<file path="config.mk">
export PLATFORM = sky130hd
export DESIGN_NAME = accel_event_status
export DESIGN_NICKNAME = d
export VERILOG_FILES = /design/src/accel_event_pkg.sv /design/src/accel_event_status.sv /design/src/orient_debounce.sv
export SDC_FILE = /design/constraint.sdc
export NUM_CORES = 1
export LEC_CHECK = 0
export BUFFER_PORTS_ARGS = -buffer_cell sky130_fd_sc_hd__buf_2
export CORE_ASPECT_RATIO = 0.8
export CORE_MARGIN = 3
export CORE_UTILIZATION = 40
export DETAILED_ROUTE_END_ITERATION = 7
export PLACE_DENSITY_LB_ADDON = 0.1
export SETUP_SLACK_MARGIN = 0.3
export SLEW_MARGIN = 20
export SYNTH_ARGS = -nofsm -noshare
export SYNTH_HDL_FRONTEND = slang
export SYNTH_SLANG_ARGS = --single-unit
</file>
<file path="constraint.sdc">
create_clock -name clk -period 2.5 [get_ports clk]
set_input_delay 0.25 -clock clk [delete_from_list [all_inputs] [get_ports clk]]
set_output_delay 0.25 -clock clk [all_outputs]
set_load 0.01 [all_outputs]
</file>
<file path="src/accel_event_pkg.sv">
// constants shared by the event and orientation status logic
// assumes the register port of the serial interface logic sits outside
package accel_event_pkg;

    // register addresses seen through the serial register port
    localparam logic [7:0] ADDR_EVENT_A = 8'h00;
    localparam logic [7:0] ADDR_EVENT_B = 8'h01;
    localparam logic [7:0] ADDR_STATUS_NOW = 8'h02;
    localparam logic [7:0] ADDR_X_HIGH = 8'h03;
    localparam logic [7:0] ADDR_X_LOW = 8'h04;
    localparam logic [7:0] ADDR_Y_HIGH = 8'h05;
    localparam logic [7:0] ADDR_Y_LOW = 8'h06;
    localparam logic [7:0] ADDR_Z_HIGH = 8'h07;
    localparam logic [7:0] ADDR_Z_LOW = 8'h08;
    localparam logic [7:0] ADDR_TEMP = 8'h09;
    localparam logic [7:0] ADDR_DETECTION = 8'h0C;

    // field positions
    localparam int EVA_PLANAR_BIT = 6;
    localparam int EVA_VERT_BIT = 7;
    localparam int EVB_READY_BIT = 0;
    localparam int CLRB_SOFT_RESET_BIT = 4;
    localparam logic [7:0] EVA_USED_MASK = 8'hCF;

    // reset values
    localparam logic [7:0] DETECTION_RESET = 8'h00;
    localparam logic [7:0] READ_DATA_RESET = 8'h00;

    // orientation amplitude limit: 0.375 g at 1024 counts per g
    localparam int SENS_LSB_PER_G = 1024;
    localparam int ORIENT_LIMIT_MILLI_G = 375;
    localparam logic [11:0] ORIENT_THRESH =
        12'(SENS_LSB_PER_G * ORIENT_LIMIT_MILLI_G / 1000);

    // debounce: 16 readings for code 00, doubling per code step
    localparam logic [7:0] ORIENT_BASE_COUNT = 8'h10;

    typedef enum logic [1:0] {
        SR_IDLE = 2'b01,
        SR_HOLD = 2'b10
    } soft_reset_state_type;

endpackage

</file>
<file path="src/accel_event_status.sv">
// event flags, orientation status and axis output registers
// assumes the serial slave logic outside gives byte register strobes
// and holds transferActive high for the whole transfer
`timescale 1ns/1ps
`default_nettype none
module accel_event_status import accel_event_pkg::*; (
    // clock and reset
    input wire logic clk,
    input wire logic reset_n,
    // register port from the serial slave
    input wire logic [7:0] regAddr,
    input wire logic regWrite,
    input wire logic regRead,
    input wire logic [7:0] regWdata,
    input wire logic transferActive,
    output logic [7:0] regRdata,
    // measurement front end
    input wire logic sampleValid,
    input wire logic [11:0] xSample,
    input wire logic [11:0] ySample,
    input wire logic [11:0] zSample,
    input wire logic [7:0] tempSample,
    input wire logic [3:0] shakeHit,
    input wire logic otpLoaded,
    // soft reset state
    output logic softResetActive
);
    soft_reset_state_type srState_q;
    soft_reset_state_type srState_d;
    logic [7:0] evA_q;
    logic ready_q;
    logic [1:0] planarInst_q;
    logic [1:0] vertInst_q;
    logic calLoaded_q;
    logic [11:0] x_accel_value_q;
    logic [11:0] y_accel_value_q;
    logic [11:0] z_accel_value_q;
    logic [7:0] tempOut_q;
    logic [7:0] detection_q;
    logic [7:0] rdata_q;
    logic [3:0] filtered;
    logic planarChanged;
    logic verticalChanged;

    // magnitude of a 12-bit two's complement sample; -2048 gives 2048
    function automatic logic [11:0] magnitude(input logic [11:0] v);
        magnitude = v[11] ? 12'(~v + 12'h001) : v;
    endfunction

    // register strobes
    wire logic writeA = regWrite && (regAddr == ADDR_EVENT_A);
    wire logic writeB = regWrite && (regAddr == ADDR_EVENT_B);
    wire logic writeDet = regWrite && (regAddr == ADDR_DETECTION);
    wire logic softClear = (srState_q == SR_HOLD);

    // soft reset: held while the requesting transfer is still running
    always_comb begin
        srState_d = srState_q;
        unique case (srState_q)
            SR_IDLE: begin
                if (writeB && regWdata[CLRB_SOFT_RESET_BIT]) begin
                    srState_d = SR_HOLD;
                end
            end
            SR_HOLD: begin
                if (!transferActive) begin
                    srState_d = SR_IDLE;
                end
            end
            default: srState_d = SR_IDLE;
        endcase
    end

    always_ff @(posedge clk or negedge reset_n) begin
        if (!reset_n) begin
            srState_q <= SR_IDLE;
        end else begin
            srState_q <= srState_d;
        end
    end

    // orientation of the current reading
    wire logic [11:0] xMag = magnitude(xSample);
    wire logic [11:0] yMag = magnitude(ySample);
    wire logic xDominant = xMag >= yMag;
    wire logic [11:0] maxMag = xDominant ? xMag : yMag;
    wire logic tiltNow = !(maxMag > ORIENT_THRESH);
    wire logic [1:0] planarNow = xDominant ?
        {xSample[11], 1'b0} : {ySample[11], 1'b1};
    wire logic [1:0] planarNext = tiltNow ? planarInst_q : planarNow;

    // unfiltered fields, refreshed on each reading
    always_ff @(posedge clk or negedge reset_n) begin
        if (!reset_n) begin
            planarInst_q <= 2'b00;
            vertInst_q <= 2'b00;
        end else if (softClear) begin
            planarInst_q <= 2'b00;
            vertInst_q <= 2'b00;
        end else if (sampleValid) begin
            planarInst_q <= planarNext;
            vertInst_q <= {tiltNow, zSample[11]};
        end
    end

    // the filter sees the same fields the reading just produced
    orient_debounce u_debounce (
        .clk(clk),
        .reset_n(reset_n),
        .clear(softClear),
        .step(sampleValid),
        .candidate({tiltNow, zSample[11], planarNext}),
        .countSel(detection_q[1:0]),
        .filtered(filtered),
        .planarChanged(planarChanged),
        .verticalChanged(verticalChanged)
    );

    // event register a: hardware sets, a 1 written clears, set wins except on a set shake bit, whose hit is blocked while its axis is flagged
    wire logic busyX = evA_q[0] || evA_q[1];
    wire logic busyY = evA_q[2] || evA_q[3];
    wire logic [3:0] shakeSet = shakeHit & ~{busyY, busyY, busyX, busyX};
    wire logic [7:0] setA = {verticalChanged, planarChanged, 2'b00,
        shakeSet};
    wire logic [7:0] clrA = writeA ? regWdata : 8'h00;
    wire logic [7:0] evA_d = ((evA_q & ~clrA) | setA) & EVA_USED_MASK;
    wire logic clrReady = writeB && regWdata[EVB_READY_BIT];

    always_ff @(posedge clk or negedge reset_n) begin
        if (!reset_n) begin
            evA_q <= 8'h00;
            ready_q <= 1'b0;
        end else if (softClear) begin
            evA_q <= 8'h00;
            ready_q <= 1'b0;
        end else begin
            evA_q <= evA_d;
            ready_q <= sampleValid || (ready_q && !clrReady);
        end
    end

    // outputs latched together so high and low bytes match
    always_ff @(posedge clk or negedge reset_n) begin
        if (!reset_n) begin
            x_accel_value_q <= 12'h000;
            y_accel_value_q <= 12'h000;
            z_accel_value_q <= 12'h000;
            tempOut_q <= 8'h00;
        end else if (softClear) begin
            x_accel_value_q <= 12'h000;
            y_accel_value_q <= 12'h000;
            z_accel_value_q <= 12'h000;
            tempOut_q <= 8'h00;
        end else if (sampleValid) begin
            x_accel_value_q <= xSample;
            y_accel_value_q <= ySample;
            z_accel_value_q <= zSample;
            tempOut_q <= tempSample;
        end
    end

    // calibration flag survives soft reset; nothing the user writes clears it
    always_ff @(posedge clk or negedge reset_n) begin
        if (!reset_n) begin
            calLoaded_q <= 1'b0;
            detection_q <= DETECTION_RESET;
        end else begin
            calLoaded_q <= calLoaded_q || otpLoaded;
            if (softClear) begin
                detection_q <= DETECTION_RESET;
            end else if (writeDet) begin
                detection_q <= regWdata;
            end
        end
    end

    // read selection; clear registers are write only, so reads see status
    logic [7:0] readMux;
    always_comb begin
        unique case (regAddr)
            ADDR_EVENT_A: readMux = evA_q;
            ADDR_EVENT_B: readMux = {filtered, 3'b000, ready_q};
            ADDR_STATUS_NOW: readMux = {3'b000, calLoaded_q, vertInst_q,
                planarInst_q};
            ADDR_X_HIGH: readMux = x_accel_value_q[11:4];
            ADDR_X_LOW: readMux = {x_accel_value_q[3:0], 4'h0};
            ADDR_Y_HIGH: readMux = y_accel_value_q[11:4];
            ADDR_Y_LOW: readMux = {y_accel_value_q[3:0], 4'h0};
            ADDR_Z_HIGH: readMux = z_accel_value_q[11:4];
            ADDR_Z_LOW: readMux = {z_accel_value_q[3:0], 4'h0};
            ADDR_TEMP: readMux = tempOut_q;
            ADDR_DETECTION: readMux = detection_q;
            default: readMux = 8'h00;
        endcase
    end

    // read data registered: valid the cycle after regRead
    always_ff @(posedge clk or negedge reset_n) begin
        if (!reset_n) begin
            rdata_q <= READ_DATA_RESET;
        end else if (regRead) begin
            rdata_q <= readMux;
        end
    end

    assign regRdata = rdata_q;
    assign softResetActive = srState_q[1];
endmodule
`default_nettype wire

</file>
<file path="src/orient_debounce.sv">
// consecutive-reading filter for the orientation fields
// assumes step pulses once per reading, candidate valid with it
`timescale 1ns/1ps
`default_nettype none
module orient_debounce import accel_event_pkg::*; (
    // clock and reset
    input wire logic clk,
    input wire logic reset_n,
    input wire logic clear,
    // readings
    input wire logic step,
    input wire logic [3:0] candidate,
    input wire logic [1:0] countSel,
    // filtered result
    output logic [3:0] filtered,
    output logic planarChanged,
    output logic verticalChanged
);
    logic [3:0] filt_q;
    logic [3:0] pend_q;
    logic [7:0] cnt_q;
    logic planarChg_q;
    logic vertChg_q;

    // readings needed for the selected count code
    function automatic logic [7:0] readingsNeeded(input logic [1:0] sel);
        readingsNeeded = ORIENT_BASE_COUNT << sel;
    endfunction

    wire logic differs = candidate != filt_q;
    wire logic samePend = candidate == pend_q;
    wire logic [7:0] cntNext = cnt_q + 8'h01;
    wire logic [7:0] need = readingsNeeded(countSel);
    wire logic reached = samePend && (cntNext >= need);
    wire logic commit = step && differs && reached;

    // a new value must win every reading in a row, else count restarts
    always_ff @(posedge clk or negedge reset_n) begin
        if (!reset_n) begin
            filt_q <= 4'h0;
            pend_q <= 4'h0;
            cnt_q <= 8'h00;
        end else if (clear) begin
            filt_q <= 4'h0;
            pend_q <= 4'h0;
            cnt_q <= 8'h00;
        end else if (step) begin
            if (!differs) begin
                cnt_q <= 8'h00;
            end else if (samePend) begin
                if (reached) begin
                    filt_q <= candidate;
                    cnt_q <= 8'h00;
                end else begin
                    cnt_q <= cntNext;
                end
            end else begin
                pend_q <= candidate;
                cnt_q <= 8'h01;
            end
        end
    end

    // change pulses, one cycle after the commit
    always_ff @(posedge clk or negedge reset_n) begin
        if (!reset_n) begin
            planarChg_q <= 1'b0;
            vertChg_q <= 1'b0;
        end else begin
            planarChg_q <= commit && !clear &&
                (candidate[1:0] != filt_q[1:0]);
            vertChg_q <= commit && !clear &&
                (candidate[3:2] != filt_q[3:2]);
        end
    end

    assign filtered = filt_q;
    assign planarChanged = planarChg_q;
    assign verticalChanged = vertChg_q;
endmodule
`default_nettype wire

</file>
* Yosys cells after proc, flatten, opt, wreduce, memory -nomap -nowiden
Cells that the tools add are included. Widths: inputs -> output; s select.
Word-level totals: word-level logic and storage cells 118, flip-flop bits (word level) 94, input bits 71
Cells by class: equal/unequal tests 19, reductions and logical operators 28, shift operators 1, add/subtract/negate cells 3, multiplexer cells 40, $lt $le $gt $ge 3, bitwise gates (word level) 7
Operators with widths (count):
- $mux 12 | 9
- $mux 8 | 11
- $pmux 8 s11 | 1
- $mux 4 | 9
- $eq 8x3->1 const B | 4
- $add 12x1->12 const B | 2
- $eq 8x4->1 const B | 3
- $not 12->12 | 2
- $eq 8x2->1 const B | 2
- $mux 2 | 8
- $ge 12x12->1 | 1
- $gt 12x9->1 const B | 1
- $logic_and 1x1->1 | 12
- $reduce_bool 2->1 | 5
- $add 8x1->8 const B | 1
- $and 8x8->8 | 1
- $eq 8x1->1 const B | 1
- $ge 8x8->1 | 1
- $logic_not 8->1 | 1
- $not 8->8 | 1
- $or 8x8->8 | 1
- $shl 5x2->8 const A | 1
- $and 4x4->4 | 1
- $eq 4x4->1 | 1
- 14 further kinds | 21

* Logic depth before layout (Yosys ltp)
Gate-level depths: netlist (run 1).
depth after elaboration 14, gate-level depth with buffers 17, mapped depth without buffers 16

* Cells and area by module
A second synthesis (run 1) with hierarchy kept.
Unflattened totals: cells, all modules 636, area total of the unflattened synthesis 5845.6 sq um
Modules (own cells, without submodules):
- accel_event_status | cells each 523, times used 1, area an instance 4713.3 sq um, sequential area each 1828.0 sq um
- orient_debounce | cells each 113, times used 1, area an instance 1132.3 sq um, sequential area each 450.4 sq um

* Worst setup path after synthesis (run 1)
Ideal clock, no wire load.
kind input -> register, start input port xSample[2], end register u_debounce.planarChg_q (netlist: u_debounce.planarChanged), arrival time 3964 ps, stages on the path 15, slack -1570 ps, cells stage by stage buf_2 or3_1 or4_4 nor4b_1 ha_1 nand4_1 o21ai_0 a31oi_1 o31ai_4 nand3b_1 and2_4 buf_6 a311oi_4 nand4_4 a2111oi_4
On the way: cells in the longest elaborated chain, start to end 12, elaborated cells between the ends (all ways) 17
RTL lines:
- start: declaration | line accel_event_status.sv:19 | input wire logic [11:0] xSample,
- $not 12->12 | line accel_event_status.sv:47 | magnitude = v[11] ? 12'(~v + 12'h001) : v;
- $add 12x1->12 | line accel_event_status.sv:47
- $mux 12 (*) | line accel_event_status.sv:47
- $ge 12x12->1 | line accel_event_status.sv:85 | wire logic xDominant = xMag >= yMag;
- $mux 12 | line accel_event_status.sv:86 | wire logic [11:0] maxMag = xDominant ? xMag : yMag;
- $gt 12x9->1 | line accel_event_status.sv:87 | wire logic tiltNow = !(maxMag > ORIENT_THRESH);
- $mux 2 or $logic_not 1->1 (tied branches) | line accel_event_status.sv:90, accel_event_status.sv:87
- $ne 4x4->1 or $eq 4x4->1 (tied branches) | line orient_debounce.sv:30, orient_debounce.sv:31
- $logic_and 1x1->1, on equally long branches | line orient_debounce.sv:35, orient_debounce.sv:34
- $logic_and 1x1->1 | line orient_debounce.sv:35 | wire logic commit = step && differs && reached;
- $logic_and 1x1->1 | line orient_debounce.sv:70 | planarChg_q <= commit && !clear &&
- $logic_and 1x1->1 (*) | line orient_debounce.sv:70
- end signal: assignment | line orient_debounce.sv:70
- end: declaration | line orient_debounce.sv:22 | logic planarChg_q;
Every way passes the cells marked *; elsewhere a longest branch is shown, timed or not. A chain may end at the register's enable or synchronous reset.

* Worst setup path in the final report (run 1)
start input port xSample[5], end register u_debounce.planarChg_q (netlist: u_debounce.planarChanged)
Same word-level chain as after synthesis.

==> Flow_metrics.wiki, run 1 <==
{| class="wikitable"
! Metric !! Value
|-
| Remaining antenna violation count after routing || 0
|-
| Number of enable-type register cells in the synthesized netlist || 0
|-
| Root cell of the clock tree || clkbuf_16
|-
| Complex-gate fraction of the synthesized area || 0.168
|-
| # Max-Cap Violations || 0
|-
| DRC violation count after routing || 0
|-
| Cell count after placement || between 900 and 1000
|-
| Violations in the final reports || setup timing
|-
| Predominant post-synthesis flop cell || dfrtp_1
|-
| Leading post-synthesis cells by cell area || dfrtp_1 38%, mux2i_1 9.6%, nor2_1 4.9%
|-
| Placed Instance Area || between 7000 and 8000 um2
|-
| Area share of the largest cell type after synthesis || 0.379
|-
| CTS tree || done
|-
| Area of the die || approximately 16000 um2
|-
| Max-Slew Margin vs Limit || 0.345
|-
| Cell area after synthesis || roughly 6000 um2
|-
| HPWL reported at the end of detailed placement || between 10 and 15 mm
|-
| Adder-cell area share of the yosys netlist || 0.0421
|-
| Fraction of the yosys area taken by sequential cells || 0.384
|-
| Hold WC Path Type || in2reg
|-
| Setup slack at placement || -1510 ps
|-
| X dimension of the die || roughly 140 um
|-
| Sort of element at the end of the critical path || register
|-
| Area of all placed cells without fillers || 7670 um2
|-
| Initial detailed-routing violation count || just over 400
|-
| Cell count after synthesis || between 600 and 700
|-
| Average wire per standard cell || between 15 and 20 um
|-
| IR Drop Worst-Case VDD || around 0.00043 V
|-
| Post-synthesis net count || approximately 740
|-
| Outcome || finished, violations left
|-
| Die height || around 110 um
|-
| Asr flop ratio synth || 1.00
|-
| Total of buffers placed on input and output ports || 79
|-
| Remaining Overflow, GRT || 0
|-
| Count of final setup violators || 21
|-
| Pin count of the biggest net entering global routing || 51
|-
| Dominant cell type by area after synthesis || dfrtp_1
|-
| Critical path launch point type || primary input
|-
| Count of cell types in the netlist || 72
|-
| Routed wire length || approximately 18 mm
|-
| Worst endpoint data arrival time || 3880 ps
|-
| Setup slack after layout || -1130 ps
|-
| Number of buffers added by the clock tree synthesis step || 9
|-
| Buffers from clock root to sink, at most || 2
|-
| Largest family of logic cells by synthesized area || simple AND/OR/NAND/NOR gates
|-
| Number of clock sinks seen by CTS || just over 90
|-
| Post-layout nets || around 900
|-
| Global Route Usage Sum || 0.222
|-
| Leakage power summed over all cells || 3.58 nW
|-
| Clock-pin slew reported for the worst setup and hold paths after clock tree synthesis || roughly 70 ps
|-
| Final-report max-slew violation count || 0
|-
| Top-level port count || 80
|-
| Yosys warnings || 0
|-
| Final worst hold slack || ~100 ps
|-
| Post-layout minimum cycle time || ~3600 ps
|-
| Via count of the first global-routing pass || 5330
|-
| Transition time of the tightest slew-check pin || roughly 970 ps
|-
| Setup clock skew after layout || about 7.3 ps
|-
| Final Cycle Share || 1.45
|-
| First drt pass iteration count || 5
|-
| GP Congestion || between 0.8 and 0.9
|-
| Core box area || 14400 um2
|-
| Power density over the cells || between 500 and 600 nW/um2
|-
| Placement row count || 39
|-
| Ratio of cells with drive above 1 in the final layout || 0.309
|-
| DR vias/cell || 5.51
|-
| Starting utilization of the core area || 0.412
|-
| RSZ-0062 raised after global routing || true
|-
| Required @ worst endpoint || about 2800 ps
|-
| Fin. Hold Viols || 0
|-
| Maximum achievable frequency || roughly 280 MHz
|-
| Crit Path Max Fanout || 5
|-
| Final std cells w/o fill || 984
|-
| Antenna violations before repair || 0
|-
| Share of synthesized area spent on multiplexers || 0.119
|-
| Simple-gate area share of the yosys netlist || 0.195
|-
| Syn_area_per_cell || slightly above 9 um2
|-
| Global-route wire length before repair || roughly 29 mm
|-
| H-tree Lvls || 3
|-
| Relative area change from synthesis to final layout || 29.2%
|-
| Via count || 5423
|-
| Clock insertion delay at the later pin of the skew report || approximately 350 ps
|-
| CP Class || in2reg
|-
| Xor/xnor cell area share of the yosys netlist || 0.0487
|-
| Flops & latches, synth || just over 90
|}
==> routing by layer <==
| layer | share of wire | up-vias | GRT usage |
|---|---|---|---|
| met5 | 0 | - | 0 |
| met4 | 0.0074 | 0 | 0.0352 |
| met3 | 0.053 | 13 | 0.0407 |
| met2 | 0.45 | 160 | 0.337 |
| met1 | 0.49 | 2634 | 0.337 |
| li1 | - | 2616 | - |
==> per-stage QoR <==
stage	TNS, ps	util	total power, mW
after floorplan	-25030	-	2.48
after global placement	-26760	0.494	2.92
after detailed placement	-28750	0.494	2.95
after CTS	-20480	0.524	4.50
after global routing	-24070	0.533	4.83
final	-20690	0.533	4.59
==> worst max-delay path: stages <==
cell and delay (ps):
buf_6 90, or4_4 530, or4_4 460, nor4b_4 290
ha_1 300, a21oi_1 170, o21ai_1 90, a31oi_2 200
o31ai_4 120, buf_4 160, o211ai_4 100, nand3b_1 150
o311ai_4 340, buf_6 180, nand4_4 160, a2111oi_4 290
==> power by group <==
group | internal [mW] | switching, mW | total (mW) | leakage [nW]
combinational | 0.598 | 0.688 | 1.29 | 2.32
sequential | 1.63 | 0.174 | 1.80 | 1.10
clock | 0.889 | 0.616 | 1.51 | 0.155
==> worst paths after layout <==
check / depth (start not counted) / slack (ps) / start / endpoint
worst min-delay path: 2 / 100 / otpLoaded / calLoaded_q$_DFF_PN0_
worst max-delay path: 16 / -1130 / xSample[5] / u_debounce.planarChanged$_DFF_PN0_
min in group asynchronous: 2 / 490 / reset_n / u_debounce.cnt_q[4]$_DFFE_PN0P_
worst max register to register: 10 / -340 / u_debounce.cnt_q[0]$_DFFE_PN0P_ / u_debounce.cnt_q[3]$_DFFE_PN0P_
max in group asynchronous: 3 / 1310 / reset_n / u_debounce.filtered[1]$_DFFE_PN0P_
worst min register to register: 2 / 490 / u_debounce.verticalChanged$_DFF_PN0_ / evA_q[7]$_DFF_PN0_
==> registers in the layout, summed over array words and instances, names as in the netlist, 2 cells and up <==
register / flops
u_debounce.cnt_q: 8
regRdata: 8
y_accel_value_q: 12
srState_q: 2
x_accel_value_q: 12
vertInst_q: 2
u_debounce.filtered: 4
z_accel_value_q: 11
tempOut_q: 8
u_debounce.pend_q: 4
planarInst_q: 2
evA_q: 6
detection_q: 8
==> layout make-up <==
class	count	area (um2)
multi-input combinational	488	3560
timing repair buffer	177	1170
inverter	27	101
tap	184	230
fill	1367	6720
clock inverter	6	96.3
antenna	1	2.50
clock buffer	10	229
sequential	91	2280
==> synth_stat cells (2+ instances only) <==
cell	number
clkbuf_1	30
a22oi_1	5
nor4_1	3
nand4_1	5
buf_2	2
a2111oi_1	4
a32o_1	4
a41oi_1	2
mux2_2	6
nor3_1	9
or2_2	3
o2111ai_1	2
mux2i_1	57
a22o_1	4
nand2_1	64
ha_1	20
nand3b_1	2
nor3b_1	3
o31ai_1	4
xor2_1	15
buf_1	7
o21ai_0	19
dfrtp_1	90
inv_1	27
or4_4	3
a31oi_1	5
a21oi_1	37
xnor2_1	18
a21o_1	4
a311oi_1	4
o21ai_1	2
nor3_2	2
or3_1	3
nor2b_1	9
nand2b_1	6
nand3_1	29
o21a_1	3
mux4_2	2
a222oi_1	6
and3_1	7
and4_1	3
nor2_1	77
o22ai_1	9
o41ai_1	2
==> placed cells by master (no fill, tap or decap), types with 20 or more instances in the layout <==
cell type	count
buf_4	94
dfrtp_1	90
nor2_1	76
buf_2	76
nand2_1	64
mux2i_1	56
a21oi_1	33
inv_1	27
nand3_1	27
ha_1	20
==> what timing repair did <==
item                       in CTS  in global routing
cloned                          0                  0
setup endpoints to repair      21                 21
pin swaps                       3                  9
buffers inserted                2                  5
hold endpoints to repair       48                  0
hold buffers                    1                  0
gates resized for setup        15                 22
==> cell families (layout without fill, tap and decap cells) <==
group | Yosys count | in the layout
fa+ha+maj | 20 | 20
xor+xnor | 33 | 33
other cells | 0 | 1
compound gates | 133 | 133
simple gates | 236 | 236
buf+inv | 67 | 220
mux | 66 | 66
flops | 91 | 91
Note: power is estimated with default switching activity, not from simulation.
==> run 2: changes to the inputs <==
--- a/config.mk
+++ b/config.mk
@@ -11,6 +11,7 @@
 export CORE_UTILIZATION = 40
 export DETAILED_ROUTE_END_ITERATION = 7
 export PLACE_DENSITY_LB_ADDON = 0.1
+export RECOVER_POWER = 100
 export SETUP_SLACK_MARGIN = 0.3
 export SLEW_MARGIN = 20
 export SYNTH_ARGS = -nofsm -noshare
==> Flow_metrics.wiki, run 2 (synthesis results as in run 1) <==
{| class="wikitable"
! Metric !! Value
|-
| Setup clock skew after layout || 6.46 ps (-0.873 ps)
|-
| Relative contribution of the clock network to total power || 0.329 (about the same)
|-
| Area of all sequential standard cells || 2280 um2 (unchanged)
|-
| Sort of element at the end of the critical path || register
|-
| Initial detailed-routing violation count || 464 (+15%)
|-
| RSZ-0062 raised after global routing || true
|-
| Routed wire length || 18.0 mm (-0.14%)
|-
| Ratio of cells with drive above 1 in the final layout || 0.294 (-0.0150)
|-
| Fin. Hold Viols || 0 (unchanged)
|-
| Number of inserted diodes || 0 (-1)
|-
| Remaining Overflow, GRT || 0 (unchanged)
|-
| Post-layout minimum cycle time || 3630 ps (+0.180 ps)
|-
| Count of final setup violators || 21 (unchanged)
|-
| Final worst hold slack || 99.2 ps (+0.370 ps)
|-
| Count of fill cells added during filler insertion || 1380 (+0.95%)
|-
| Final Cycle Share || 1.45 (about the same)
|-
| Slack of the worst reg-to-reg path || -350 ps (about the same)
|-
| Placement row count || 39 (unchanged)
|-
| Most frequent standard cell in the layout excluding fill and tap cells || buf_4
|-
| Maximum achievable frequency || 276 MHz (about the same)
|-
| IR Drop Worst-Case VDD || 0.000425 V (-0.37%)
|-
| Buffers from clock root to sink, at most || 2 (unchanged)
|-
| Launch point of the worst path || xSample[5]
|-
| Root cell of the clock tree || clkbuf_16
|-
| Global-route wire length before repair || 28.8 mm (unchanged)
|-
| Hold WC Path Type || in2reg
|-
| Area of the die || 16300 um2 (unchanged)
|-
| GP Congestion || 0.884 (unchanged)
|-
| Launch point of the worst reg-to-reg path || u_debounce.cnt_q[0]$_DFFE_PN0P_
|-
| Transition time of the tightest slew-check pin || 1310 ps (+338 ps)
|-
| Clock-pin slew reported for the worst setup and hold paths after clock tree synthesis || 70 ps (about the same)
|-
| Core box area || 14400 um2 (unchanged)
|-
| Switch share || 0.322 (+0.000766)
|-
| Multi-input combinational cell area || 3560 um2 (unchanged)
|-
| DR vias/cell || 5.51 (about the same)
|-
| Critical path launch point type || primary input
|-
| Relative area change from synthesis to final layout || 28.6%
|-
| Setup slack after layout || -1130 ps (-0.180 ps)
|-
| Power density over the cells || 602 nW/um2 (+0.51%)
|-
| CP Capture Point || u_debounce.planarChanged$_DFF_PN0_
|-
| Top-level port count || 80 (unchanged)
|-
| Remaining antenna violation count after routing || 0 (unchanged)
|-
| First drt pass iteration count || 5 (unchanged)
|-
| Worst endpoint data arrival time || 3880 ps (about the same)
|-
| Total of buffers placed on input and output ports || 79 (unchanged)
|-
| Clock insertion delay at the later pin of the skew report || 350 ps (about the same)
|-
| Comb power frac || 0.279 (about the same)
|-
| Max-Slew Margin vs Limit || 0.125 (-0.220)
|-
| Portion of total power attributed to sequential cells || 0.392 (about the same)
|-
| Required @ worst endpoint || 2750 ps (about the same)
|-
| Worst r2r path cells || 10 (unchanged)
|-
| Int Power || 3.11 mW (about the same)
|-
| Final-report max-slew violation count || 0 (unchanged)
|-
| H-tree Lvls || 3 (unchanged)
|-
| Highest-count cells in the layout ignoring fill and taps || 91 x buf_4, 90 x dfrtp_1, 76 x nor2_1
|-
| Average wire per standard cell || 18.4 um (about the same)
|-
| Die height || 115 um (unchanged)
|-
| Post-layout nets || 885 (unchanged)
|-
| Global Route Usage Sum || 0.222 (unchanged)
|-
| Area of all placed cells without fillers || 7630 um2 (-0.49%)
|-
| # Max-Cap Violations || 0 (unchanged)
|-
| Switching component of the power || 1.48 mW (+0.25%)
|-
| X dimension of the die || 142 um (unchanged)
|-
| Reg2reg end || u_debounce.cnt_q[3]$_DFFE_PN0P_
|-
| Starting utilization of the core area || 0.412 (unchanged)
|-
| Largest registers ranked by flip-flop count || x_accel_value_q (12), y_accel_value_q (12), z_accel_value_q (11)
|-
| DRC violation count after routing || 0 (unchanged)
|-
| Pin count of the biggest net entering global routing || 51 (unchanged)
|-
| Crit Path Max Fanout || 5 (unchanged)
|-
| Via count of the first global-routing pass || 5330 (unchanged)
|-
| Outcome || finished, violations left
|-
| Antenna violations before repair || 0 (unchanged)
|-
| Via count || 5418 (-0.092%)
|-
| Number of buffers added by the clock tree synthesis step || 9 (unchanged)
|-
| Leakage power summed over all cells || 3.52 nW (-1.6%)
|-
| CP Class || in2reg
|-
| Worst Hold Launch || otpLoaded
|-
| HPWL reported at the end of detailed placement || 13.6 mm (unchanged)
|-
| CTS tree || done
|-
| Power after layout || 4.59 mW (about the same)
|-
| Violations in the final reports || setup timing
|-
| Number of clock sinks seen by CTS || 91 (unchanged)
|-
| Placed Instance Area || 7120 um2 (unchanged)
|}
-- run 2: cell count changes in the layout (fill, tap and decap cells not counted) --
cell / before / now
clkbuf_4: 0 / 1
clkbuf_2: 0 / 1
diode_2: 1 / 0
clkbuf_1: 1 / 13
buf_12: 1 / 0
buf_4: 94 / 91
buf_2: 76 / 66
-- run 2: area by class of cell --
type                            instances  share of cell area
Timing Repair Buffer                  177               0.149
Tap cell                              184              0.0302
Clock inverter                          6              0.0126
Multi-Input combinational cell        488               0.466
Inverter                               27              0.0133
Sequential cell                        91               0.298
Clock buffer                           10              0.0300
-- run 2: worst max-delay path, stage by stage --
cell       delay, ps
buf_6             90
or4_4            530
or4_4            460
nor4b_4          280
ha_1             300
a21oi_1          170
o21ai_1           90
a31oi_2          200
o31ai_4          120
buf_4            160
o211ai_4         100
nand3b_1         150
o311ai_4         340
buf_6            180
nand4_4          160
a2111oi_4        290
-- run 2: what timing repair did --
action / 4_1_cts / 5_1_grt
hold endpoints to repair: 48 / 0
endpoints found under the setup margin: 21 / 21
hold buffers: 1 / 0
setup buffers: 2 / 5
pin swaps: 3 / 9
gates resized for setup: 15 / 22
-- run 2: per-stage QoR --
step	TNS, ps	util	std cells	worst slack, ps
floorplan	-25030	-	646	-1400
global placement	-26760	0.494	959	-1380
detailed placement	-28750	0.494	959	-1510
CTS	-20480	0.524	978	-1100
global route	-24150	0.530	983	-1290
finish	-20680	0.530	983	-1130
-- run 2: worst min-delay path by stage --
stage,end,depth (start not counted)
floorplan,calLoaded_q$_DFF_PN0_,0
global placement,u_debounce.cnt_q[4]$_DFFE_PN0P_,1
detailed placement,u_debounce.cnt_q[4]$_DFFE_PN0P_,1
CTS,calLoaded_q$_DFF_PN0_,2
global route,calLoaded_q$_DFF_PN0_,2
finish,calLoaded_q$_DFF_PN0_,2
-- run 2: power by group through the flow --
stage          clock network (mW)  logic [mW]  registers (mW)
3_3_place_gp                    0        1.11            1.82
5_1_grt                      1.60        1.40            1.82
6_report                     1.51        1.28            1.80
4_1_cts                      1.53        1.18            1.80
3_5_place_dp                    0        1.13            1.82
2_1_floorplan                   0       0.728            1.75
-- run 2: per-layer routing --
layer,global-route usage,share of wire,vias up
li1,-,-,2621
met1,0.337,0.49,2625
met2,0.337,0.45,160
met3,0.0407,0.051,12
met4,0.0352,0.0064,0
met5,0,0,-
